**config.mk**
```make
export PLATFORM = sky130hd
export DESIGN_NAME = fdc_datapath
export DESIGN_NICKNAME = d
export VERILOG_FILES = /design/src/logic/fdc_pkg.sv /design/src/logic/fdc_datapath.sv
export VERILOG_INCLUDE_DIRS = /design/src /design/src/logic
export SDC_FILE = /design/constraint.sdc
export NUM_CORES = 1
export LEC_CHECK = 0
export ABC_CLOCK_PERIOD_IN_PS = 5450
export BUFFER_PORTS_ARGS = -buffer_cell sky130_fd_sc_hd__buf_2
export CAP_MARGIN = 20
export CORE_AREA = 2 2 225 227
export CTS_CLUSTER_DIAMETER = 120
export DETAILED_ROUTE_END_ITERATION = 8
export DIE_AREA = 0 0 227 229
export GPL_TIMING_DRIVEN = 1
export PLACE_DENSITY = 0.55
export SKIP_LAST_GASP = 1
export SLEW_MARGIN = 20
export SYNTH_ARGS = -nofsm -noshare
export SYNTH_HDL_FRONTEND = slang
export SYNTH_SLANG_ARGS = --single-unit
```
**constraint.sdc**
```tcl
create_clock -name clk_sys -period 5.45 [get_ports clk_sys]
set_input_delay 0.545 -clock clk_sys [delete_from_list [all_inputs] [get_ports clk_sys]]
set_output_delay 0.545 -clock clk_sys [all_outputs]
set_load 0.05 [all_outputs]
```
**src/logic/fdc_defs.svh**
```systemverilog
/*
 * Control word layout and opcode constants for the filter datapath control word decoder.
 * Assumes it is included by the package, the datapath module, the sequencer model and the test bench.
 */
`ifndef FDC_DEFS_SVH
`define FDC_DEFS_SVH

// Control word size and field positions (lsb) and widths
`define FDC_CW_W 32
`define FDC_MUX_A_LSB 0
`define FDC_MUX_B_LSB 3
`define FDC_MUX_W 3
`define FDC_RAM_RW_LSB 6
`define FDC_RAM_RW_W 2
`define FDC_BUS_WR_BIT 8
`define FDC_ALU_LSB 9
`define FDC_ALU_W 5
`define FDC_MAC_LSB 14
`define FDC_MAC_W 2
`define FDC_SHIFT_LSB 16
`define FDC_SHIFT_W 3
`define FDC_ACU_LSB 19
`define FDC_ACU_W 8
`define FDC_ACU_ADDR_LSB 27
`define FDC_ACU_ADDR_W 4
`define FDC_EOB_BIT 31

// Mux code bits: bit0 picks feedback, bit1 picks RAM, bit2 picks MAC
`define FDC_MUX1_BIT 0
`define FDC_MUX2_BIT 1
`define FDC_MUX3_BIT 2

// Side-effect field width and the address bit that steers shared opcode 17
`define FDC_SEL_W 3
`define FDC_OP17_SEL_BIT 3

// ALU opcodes
`define FDC_OP_ZERO 5'h00
`define FDC_OP_ONE 5'h01
`define FDC_OP_PASSA 5'h02
`define FDC_OP_PASSB 5'h03
`define FDC_OP_NEGA 5'h04
`define FDC_OP_NEGB 5'h05
`define FDC_OP_RAMA 5'h06
`define FDC_OP_RAMB 5'h07
`define FDC_OP_ADD 5'h08
`define FDC_OP_TDEC 5'h09
`define FDC_OP_BSUBA 5'h0A
`define FDC_OP_ASUBB 5'h0B
`define FDC_OP_ABSA 5'h0C
`define FDC_OP_ABSB 5'h0D
`define FDC_OP_ABSA_ADD 5'h0E
`define FDC_OP_ABSB_ADD 5'h0F
`define FDC_OP_HOLD 5'h10
`define FDC_OP_EVT_EN 5'h11
`define FDC_OP_SEM_EN 5'h12
`define FDC_OP_SEM_RAISE 5'h13
`define FDC_OP_SEM_LOWER 5'h14
`define FDC_OP_T_BSUBA 5'h15
`define FDC_OP_T_ASUBB 5'h16
`define FDC_OP_T_ABSA_ADD 5'h17
`define FDC_OP_T_ABSB_ADD 5'h18
`define FDC_OP_SQ_THR 5'h19
`define FDC_OP_SQ_CNT 5'h1A
`define FDC_OP_SQ_A 5'h1B
`define FDC_OP_SQ_B 5'h1C

// Reset values
`define FDC_SEL_RST 3'h0

`endif

```
**src/logic/fdc_pkg.sv**
```systemverilog
/*
 * Types shared by the filter datapath control word decoder.
 * Assumes fdc_defs.svh is on the include path.
 */
`include "fdc_defs.svh"

package fdc_pkg;

   // Decoded control word fields
   typedef struct packed {
      logic eob;
      logic [`FDC_ACU_ADDR_W-1:0] acu_addr;
      logic [`FDC_ACU_W-1:0] acu_ctrl;
      logic [`FDC_SHIFT_W-1:0] shift_ctrl;
      logic [`FDC_MAC_W-1:0] mac_ctrl;
      logic [`FDC_ALU_W-1:0] alu_op;
      logic bus_wr;
      logic [`FDC_RAM_RW_W-1:0] ram_rw;
      logic [`FDC_MUX_W-1:0] mux_b;
      logic [`FDC_MUX_W-1:0] mux_a;
   } fdc_cw_t;

   // Enable and semaphore state kept by the ALU side effects
   typedef struct packed {
      logic [`FDC_SEL_W-1:0] jump_event_en;
      logic [`FDC_SEL_W-1:0] sat_round_en;
      logic [`FDC_SEL_W-1:0] sem_jump_en;
      logic [`FDC_SEL_W-1:0] sem;
   } fdc_flags_t;

endpackage : fdc_pkg

```
**src/logic/fdc_datapath.sv**
```systemverilog
/*
 * Filter engine datapath control word decoder: A/B source muxes, ALU,
 * semaphores, enable fields, squelch registers and holding registers.
 * Assumes the sequencer presents one control word per clk_sys cycle and that
 * bus data, RAM, MAC and feedback inputs come from logic on the same clock.
 */
// Operation
// - One 32-bit word per instruction, all fields
// - Mux field split into A and B codes
// - Three-bit shifter field passed on
// - Eight-bit ACU control, four-bit ACU address
// - End-of-block flag for the sequencer
// - Five-bit field selects ALU operation
// - Two-bit field selects MAC operation
// - First mux: bus even, feedback odd
// - Second mux RAM, third mux MAC
// - Opcodes 0-7: constants, pass, negate, RAM
// - Add, subtract, absolute and absolute sums
// - Decrement and threshold opcodes arm detection
// - Opcode 16 holds previous ALU output
// - Opcode 17 with addr bit 3 clear loads jump event enables
// - Opcode 17 with addr bit 3 set loads saturation/rounding enables instead
// - Opcode 18 loads semaphore jump enables
// - Opcode 19 raises masked semaphores
// - Opcode 20 lowers semaphores masked by addr
// - Opcode 25 loads squelch threshold, passes B
// - Opcode 26 loads squelch count, passes B
// - Opcodes 27/28 squelch side A or B
// - Semaphore ops follow low ACU address bits
// - Bus write fills holding A or B
`timescale 1ns/10ps
`include "fdc_defs.svh"

module fdc_datapath #(
   parameter int DW = 24                   // Datapath word width
) (
   input wire logic clk_sys,                  // 10 MHz datapath clock
   input wire logic rst_n,                    // Synchronous reset, active low
   input wire logic [`FDC_CW_W-1:0] ctrl_word, // Control word from control store
   input wire logic [DW-1:0] bus_data,         // System bus data
   input wire logic [DW-1:0] datapath_feedback, // Datapath output fed back
   input wire logic [DW-1:0] ram_a_out,         // Data RAM A output
   input wire logic [DW-1:0] ram_b_out,         // Data RAM B output
   input wire logic [DW-1:0] mac_a_result,      // MAC result, A path
   input wire logic [DW-1:0] mac_b_result,      // MAC result, B path
   output fdc_pkg::fdc_cw_t cw_reg,             // Registered decoded word
   output logic [DW-1:0] alu_out_reg,           // ALU output register
   output fdc_pkg::fdc_flags_t flags_reg,       // Enables and semaphores
   output logic thresh_arm_reg,                 // Threshold detection armed
   output logic thresh_hit_reg,                 // Armed result was negative
   output logic [DW-1:0] sq_thr_reg,            // Squelch threshold
   output logic [DW-1:0] sq_cnt_reg,            // Squelch count
   output logic [DW-1:0] hold_a_reg,            // Holding register A
   output logic [DW-1:0] hold_b_reg             // Holding register B
);
   import fdc_pkg::*;

   ////////////////////////////////////////////////////////////////////////
   // Field decode

   fdc_cw_t cw;
   logic [DW-1:0] a_val;
   logic [DW-1:0] b_val;
   logic [DW-1:0] alu_next;
   logic arm_next;
   logic [`FDC_SEL_W-1:0] mask;

   assign cw = fdc_cw_t'(ctrl_word);
   // mask taken from low ACU address bits
   assign mask = cw.acu_addr[`FDC_SEL_W-1:0];

   ////////////////////////////////////////////////////////////////////////
   // Source muxes, one function shared by both paths

   // mux1 bus or feedback; mux2/mux3 RAM and MAC
   function automatic logic [DW-1:0] path_sel(
      input logic [`FDC_MUX_W-1:0] code,
      input logic [DW-1:0] bus,
      input logic [DW-1:0] fb,
      input logic [DW-1:0] ram,
      input logic [DW-1:0] mac
   );
      logic [DW-1:0] m1;
      logic [DW-1:0] m2;
      m1 = code[`FDC_MUX1_BIT] ? fb : bus;
      m2 = code[`FDC_MUX2_BIT] ? ram : m1;
      return code[`FDC_MUX3_BIT] ? mac : m2;
   endfunction : path_sel

   // each path decoded from its own code
   // combinational, same cycle as the word
   assign a_val = path_sel(cw.mux_a, bus_data, datapath_feedback, ram_a_out, mac_a_result);
   assign b_val = path_sel(cw.mux_b, bus_data, datapath_feedback, ram_b_out, mac_b_result);

   ////////////////////////////////////////////////////////////////////////
   // ALU function

   function automatic logic [DW-1:0] absv(input logic [DW-1:0] v);
      return v[DW-1] ? DW'(-v) : v;
   endfunction : absv

   // Squelch: small magnitudes go to zero only once the count is spent
   function automatic logic [DW-1:0] squelch(
      input logic [DW-1:0] v,
      input logic [DW-1:0] thr,
      input logic [DW-1:0] cnt
   );
      if (absv(v) < thr && cnt == '0) begin
         return '0;
      end
      return v;
   endfunction : squelch

   // ALU result and arming decode; undefined codes fall to hold
   // five-bit opcode picks the operation
   always_comb begin
      alu_next = alu_out_reg;
      arm_next = 1'b0;
      case (cw.alu_op)
         `FDC_OP_ZERO: alu_next = '0;
         `FDC_OP_ONE: alu_next = DW'(1);
         `FDC_OP_PASSA: alu_next = a_val;
         `FDC_OP_PASSB: alu_next = b_val;
         `FDC_OP_NEGA: alu_next = DW'(-a_val);
         `FDC_OP_NEGB: alu_next = DW'(-b_val);
         `FDC_OP_RAMA: alu_next = ram_a_out;
         `FDC_OP_RAMB: alu_next = ram_b_out;
         `FDC_OP_ADD: alu_next = DW'(a_val + b_val);
         `FDC_OP_BSUBA: alu_next = DW'(b_val - a_val);
         `FDC_OP_ASUBB: alu_next = DW'(a_val - b_val);
         `FDC_OP_ABSA: alu_next = absv(a_val);
         `FDC_OP_ABSB: alu_next = absv(b_val);
         `FDC_OP_ABSA_ADD: alu_next = DW'(absv(a_val) + b_val);
         `FDC_OP_ABSB_ADD: alu_next = DW'(a_val + absv(b_val));
         `FDC_OP_TDEC: begin
            alu_next = DW'(a_val - DW'(1));
            arm_next = 1'b1;
         end
         `FDC_OP_T_BSUBA: begin
            alu_next = DW'(b_val - a_val);
            arm_next = 1'b1;
         end
         `FDC_OP_T_ASUBB: begin
            alu_next = DW'(a_val - b_val);
            arm_next = 1'b1;
         end
         `FDC_OP_T_ABSA_ADD: begin
            alu_next = DW'(absv(a_val) + b_val);
            arm_next = 1'b1;
         end
         `FDC_OP_T_ABSB_ADD: begin
            alu_next = DW'(a_val + absv(b_val));
            arm_next = 1'b1;
         end
         `FDC_OP_SQ_THR: alu_next = b_val;
         `FDC_OP_SQ_CNT: alu_next = b_val;
         `FDC_OP_SQ_A: alu_next = squelch(a_val, sq_thr_reg, sq_cnt_reg);
         `FDC_OP_SQ_B: alu_next = squelch(b_val, sq_thr_reg, sq_cnt_reg);
         default: alu_next = alu_out_reg;
      endcase
   end

   ////////////////////////////////////////////////////////////////////////
   // Registers

   // ALU output register
   always_ff @(posedge clk_sys) begin
      if (!rst_n) begin
         alu_out_reg <= '0;
      end else begin
         alu_out_reg <= alu_next;
      end
   end

   always_ff @(posedge clk_sys) begin
      if (!rst_n) begin
         thresh_arm_reg <= 1'b0;
         thresh_hit_reg <= 1'b0;
      end else begin
         thresh_arm_reg <= arm_next;
         thresh_hit_reg <= arm_next & alu_next[DW-1];
      end
   end

   // fields handed on
   // Registered so downstream units see the word with the ALU result
   always_ff @(posedge clk_sys) begin
      if (!rst_n) begin
         cw_reg <= '0;
      end else begin
         cw_reg <= cw;
      end
   end

   // Enables and semaphores in one process, so flags_reg has one driver
   always_ff @(posedge clk_sys) begin
      if (!rst_n) begin
         flags_reg.jump_event_en <= `FDC_SEL_RST;
         flags_reg.sat_round_en <= `FDC_SEL_RST;
         flags_reg.sem_jump_en <= `FDC_SEL_RST;
         flags_reg.sem <= `FDC_SEL_RST;
      end else begin
         // shared code split by address bit 3
         if (cw.alu_op == `FDC_OP_EVT_EN) begin
            if (cw.acu_addr[`FDC_OP17_SEL_BIT]) begin
               flags_reg.sat_round_en <= mask;
            end else begin
               flags_reg.jump_event_en <= mask;
            end
         end
         if (cw.alu_op == `FDC_OP_SEM_EN) begin
            flags_reg.sem_jump_en <= mask;
         end
         // Semaphores: only masked bits move
         // raise masked bits
         if (cw.alu_op == `FDC_OP_SEM_RAISE) begin
            flags_reg.sem <= flags_reg.sem | mask;
         end
         if (cw.alu_op == `FDC_OP_SEM_LOWER) begin
            flags_reg.sem <= flags_reg.sem & ~mask;
         end
      end
   end

   always_ff @(posedge clk_sys) begin
      if (!rst_n) begin
         sq_thr_reg <= '0;
         sq_cnt_reg <= '0;
      end else begin
         if (cw.alu_op == `FDC_OP_SQ_THR) begin
            sq_thr_reg <= a_val;
         end
         if (cw.alu_op == `FDC_OP_SQ_CNT) begin
            sq_cnt_reg <= a_val;
         end
      end
   end

   // holding registers from the datapath output
   always_ff @(posedge clk_sys) begin
      if (!rst_n) begin
         hold_a_reg <= '0;
         hold_b_reg <= '0;
      end else if (cw.bus_wr) begin
         if (cw.acu_addr[0]) begin
            hold_b_reg <= datapath_feedback;
         end else begin
            hold_a_reg <= datapath_feedback;
         end
      end
   end
endmodule : fdc_datapath

```
==> run metrics <==
status=finished, final reports clean; # hold bufs at CTS=0; Synth Cell Area=0.01474 mm2; initial core utilization=0.2968; Worst Path Arrival=5.70 ns; worst r2r src=sq_thr_reg[9]; Slew Limit Fails=0; Synth Flop Type=dfxtp_1; post-synth top area cell=dfxtp_1; Synth cell types=82; initial antenna violation count=8; clk root buf=clkbuf_16; Multi-input gate area=0.01082 mm2; Clock Sinks=between 150 and 200; Synth Area in Simple Gates=0.2361; share of synthesized registers carrying an async set or reset=0; part of the Yosys area used for sequential elements=0.2255; CP Capture Type=flip-flop; register clock-pin slew on the reported worst setup and hold paths=0.07 ns; Hold Crit Depth=2; Max Cap Viol=0; CTS tree=built; reg-to-reg endpoint=alu_out_reg[20]; Hold WC Path Type=input port to flip-flop; global route overflow=0; Reg area=0.003323 mm2; H-tree depth=4; drt pass-1 iters=6; multiplexer share of the synthesized area=0.05867; worst slew pin tran=1.258 ns; Area contributors post-synth=dfxtp_1, ha_1, nand2_1, a21oi_1, nor2_1; RSZ-0062 raised after global routing=true; Total Wirelength=91590 um; Nets=2953; Adder-Cell Fraction of Synth Area=0.08507; DRT iter0 DRCs=2430; Startpoint Class=input port; post-layout min period=~5.3 ns; Hold Path Sink=cw_reg[25]; RePlAce Congestion=1.056; Vias=19.21k; All-Layer GR Usage=0.3410; synthesis-to-finish area growth=40.77%; Pwr Total=5252 uW; vias in the first global route=17.87k; Hold Crit Start=ctrl_word[25]; Mean Syn Cell Area=7.249 um2; worst-case reg-to-reg path depth=14; Die Ht=229 um; Place WS=-0.6648 ns; full die area=0.05198 mm2; FP Rows=82; clk_lat worst skew=0.49 ns; register bit total from synthesis=166; crit path max fanout=4; first-pass GRT wire length=approximately 130000 um; final setup vio count=0; Synth top area share=0.2255; EDFF count, synth=0; largest net degree at the start of global routing=66; worst path required time=a little under 6 ns; Fillers=5256; IO Count=roughly 340; CTS Buf Count=17; layout cell share with drive strength beyond 1=0.3176; count of final hold-check violations=0; CTS Buffer Depth=2; Vias/cell=5.698; main combinational cell family by area after synthesis=compound AO/OA/AOI/OAI gates; Largest register FFs=32; Final HPWL DP=76060 um; Pint=between 2000 and 3000 uW; combinational share of power=0.497; critical path class=input port to flip-flop; reg2reg setup slack=about 2.0 ns; Max-slew headroom=0.1552; Final Cycle Share=0.9786; Power per Cell Area=approximately 250 mW/mm2; Reg power frac=0.254; leak pwr=~0.0093 uW; clock group share of total power=0.249; fmax=187.5 MHz; Detail Route Antenna Nets=0; post-synthesis compound-gate area fraction=0.2805; Max VDD drop=0.2189 mV; net switching power=2275 uW; switch share=0.4331; XOR/XNOR Fraction of Synth Area=0.05943; wire per inst=27.17 um; DRC=0; Syn. warnings=0; Synthesized Nets=2310; Final Worst Setup Slack=0.1168 ns; clk_skew=0.01941 ns; Buffers on Ports=about 340; Cells after Synth=2033; placeable core area=0.04966 mm2; Die Width=227 um
[worst max-delay path: stages]
cell and delay (ns):
buf_2 0.15, buf_6 0.14, buf_4 0.12, mux2i_1 0.26
a211oi_1 0.20, or4b_4 0.62, buf_6 0.15, buf_4 0.13
or4_4 0.53, buf_4 0.17, nor3_4 0.19, buf_4 0.15
o21ai_0 0.06, o311ai_0 0.15, ha_1 0.31, a21o_1 0.20
a21o_1 0.19, a21oi_2 0.20, o21ai_1 0.13, a211oi_1 0.28
buf_4 0.16, xor2_1 0.14, buf_4 0.13, o211ai_1 0.08
buf_4 0.17, and3_1 0.15
[logic make-up (layout without fill, tap and decap cells)]
family | Yosys count | in the layout
xor+xnor | 100 | 100
simple gates | 747 | 747
buf+inv | 212 | 868
flops | 166 | 166
other cells | 0 | 10
compound gates | 626 | 626
fa+ha+maj | 99 | 99
mux | 83 | 83
[worst max-delay path by stage]
stage	start	to	slack (ns)	cells after the start
4_1_cts	ctrl_word[0]	alu_out_reg[16]	0.04	24
3_3_place_gp	ctrl_word[3]	alu_out_reg[23]	-0.64	24
3_5_place_dp	ctrl_word[3]	alu_out_reg[23]	-0.66	25
2_1_floorplan	ctrl_word[4]	alu_out_reg[20]	0.01	20
5_1_grt	ctrl_word[3]	alu_out_reg[19]	-0.06	20
6_report	ctrl_word[3]	alu_out_reg[23]	0.12	26
[repair_timing]
item | in CTS | in global routing
pin swaps | 1 | 22
setup endpoints to repair | 2 | 24
resized for setup | 4 | 36
buffers inserted | 1 | 9
[final cells by class]
type	instances	share of cell area
well taps	672	0.04053
diodes	10	0.001206
clock buffers	19	0.02135
flip-flops and latches	166	0.1602
repair buffers	743	0.2314
clock inverters	13	0.006996
multi-input cells	1655	0.5214
inverters	93	0.01695
[layout by cell type, fill, tap and decap left out, types with 9 or more instances in the layout]
master	count
o21a_1	16
o21ai_1	16
nand3_1	37
o22ai_1	16
xnor2_1	77
o31a_1	12
diode_2	10
mux2i_1	56
a21oi_1	178
clkbuf_16	17
nor2b_1	25
or2_2	9
inv_1	83
and3_1	13
o21ai_0	108
a31oi_1	28
and2_1	37
a222oi_1	21
buf_4	390
mux2_2	22
nand2b_1	29
nor2_1	190
a221oi_1	10
or3_1	11
nor4_1	10
nand2_1	285
a21o_1	17
nor3_1	32
xor2_1	22
o31ai_1	13
nand4_1	23
o211ai_1	15
buf_2	343
dfxtp_1	166
ha_1	94
a211oi_1	61
o221ai_1	11
[routing by layer]
metal  GRT usage  wire [um]
met5           0          0
met4      0.1748       4635
met3     0.06722       9351
met2      0.5011      38270
met1      0.4694      39330
[power groups by stage]
| stage | Combinational, uW | Sequential, uW | Clock (uW) |
|---|---|---|---|
| 6_report | 2610 | 1330 | 1310 |
| 5_1_grt | 2750 | 1340 | 1360 |
| 2_1_floorplan | 1150 | 1560 | 0 |
| 4_1_cts | 2510 | 1330 | 1310 |
| 3_5_place_dp | 2490 | 1360 | 0 |
| 3_3_place_gp | 2470 | 1360 | 0 |
[synthesized netlist by cell type, types with 7 or more instances]
cell,n
o21ai_0,116
o22ai_1,17
or4_1,9
nor4_1,14
o21a_1,16
mux2_2,23
and2_1,37
nand2_1,285
o31ai_1,14
xnor2_1,78
inv_1,83
a21oi_1,179
ha_1,97
nand3_1,37
o221ai_1,12
o211ai_1,15
o31a_1,12
a21boi_0,9
o311ai_0,8
a221oi_1,12
a41oi_1,7
o21ai_1,9
a222oi_1,21
clkbuf_1,107
a221o_1,8
nand4_1,23
nor2_1,193
or3_1,12
clkinv_1,7
and3_1,13
nand2b_1,29
a211oi_1,61
nor3_1,36
dfxtp_1,166
a31oi_1,29
nor2b_1,26
or2_2,9
mux2i_1,59
xor2_1,22
buf_1,9
a21o_1,17
[metrics by stage]
stage	instances	utilization	hold WS, ns	instance area (um2)	TNS (ns)
final	3371	0.4178	0.2737	20740	0
after global routing	3368	0.4176	0.2663	20740	-0.06653
after CTS	3351	0.4121	0.2508	20460	0
after detailed placement	3318	0.3997	0.4435	19850	-6.869
after global placement	3318	0.3996	0.4383	19850	-5.174
after floorplan	2033	-	0.6416	14750	0
Power figures use the tool's default switching activity.
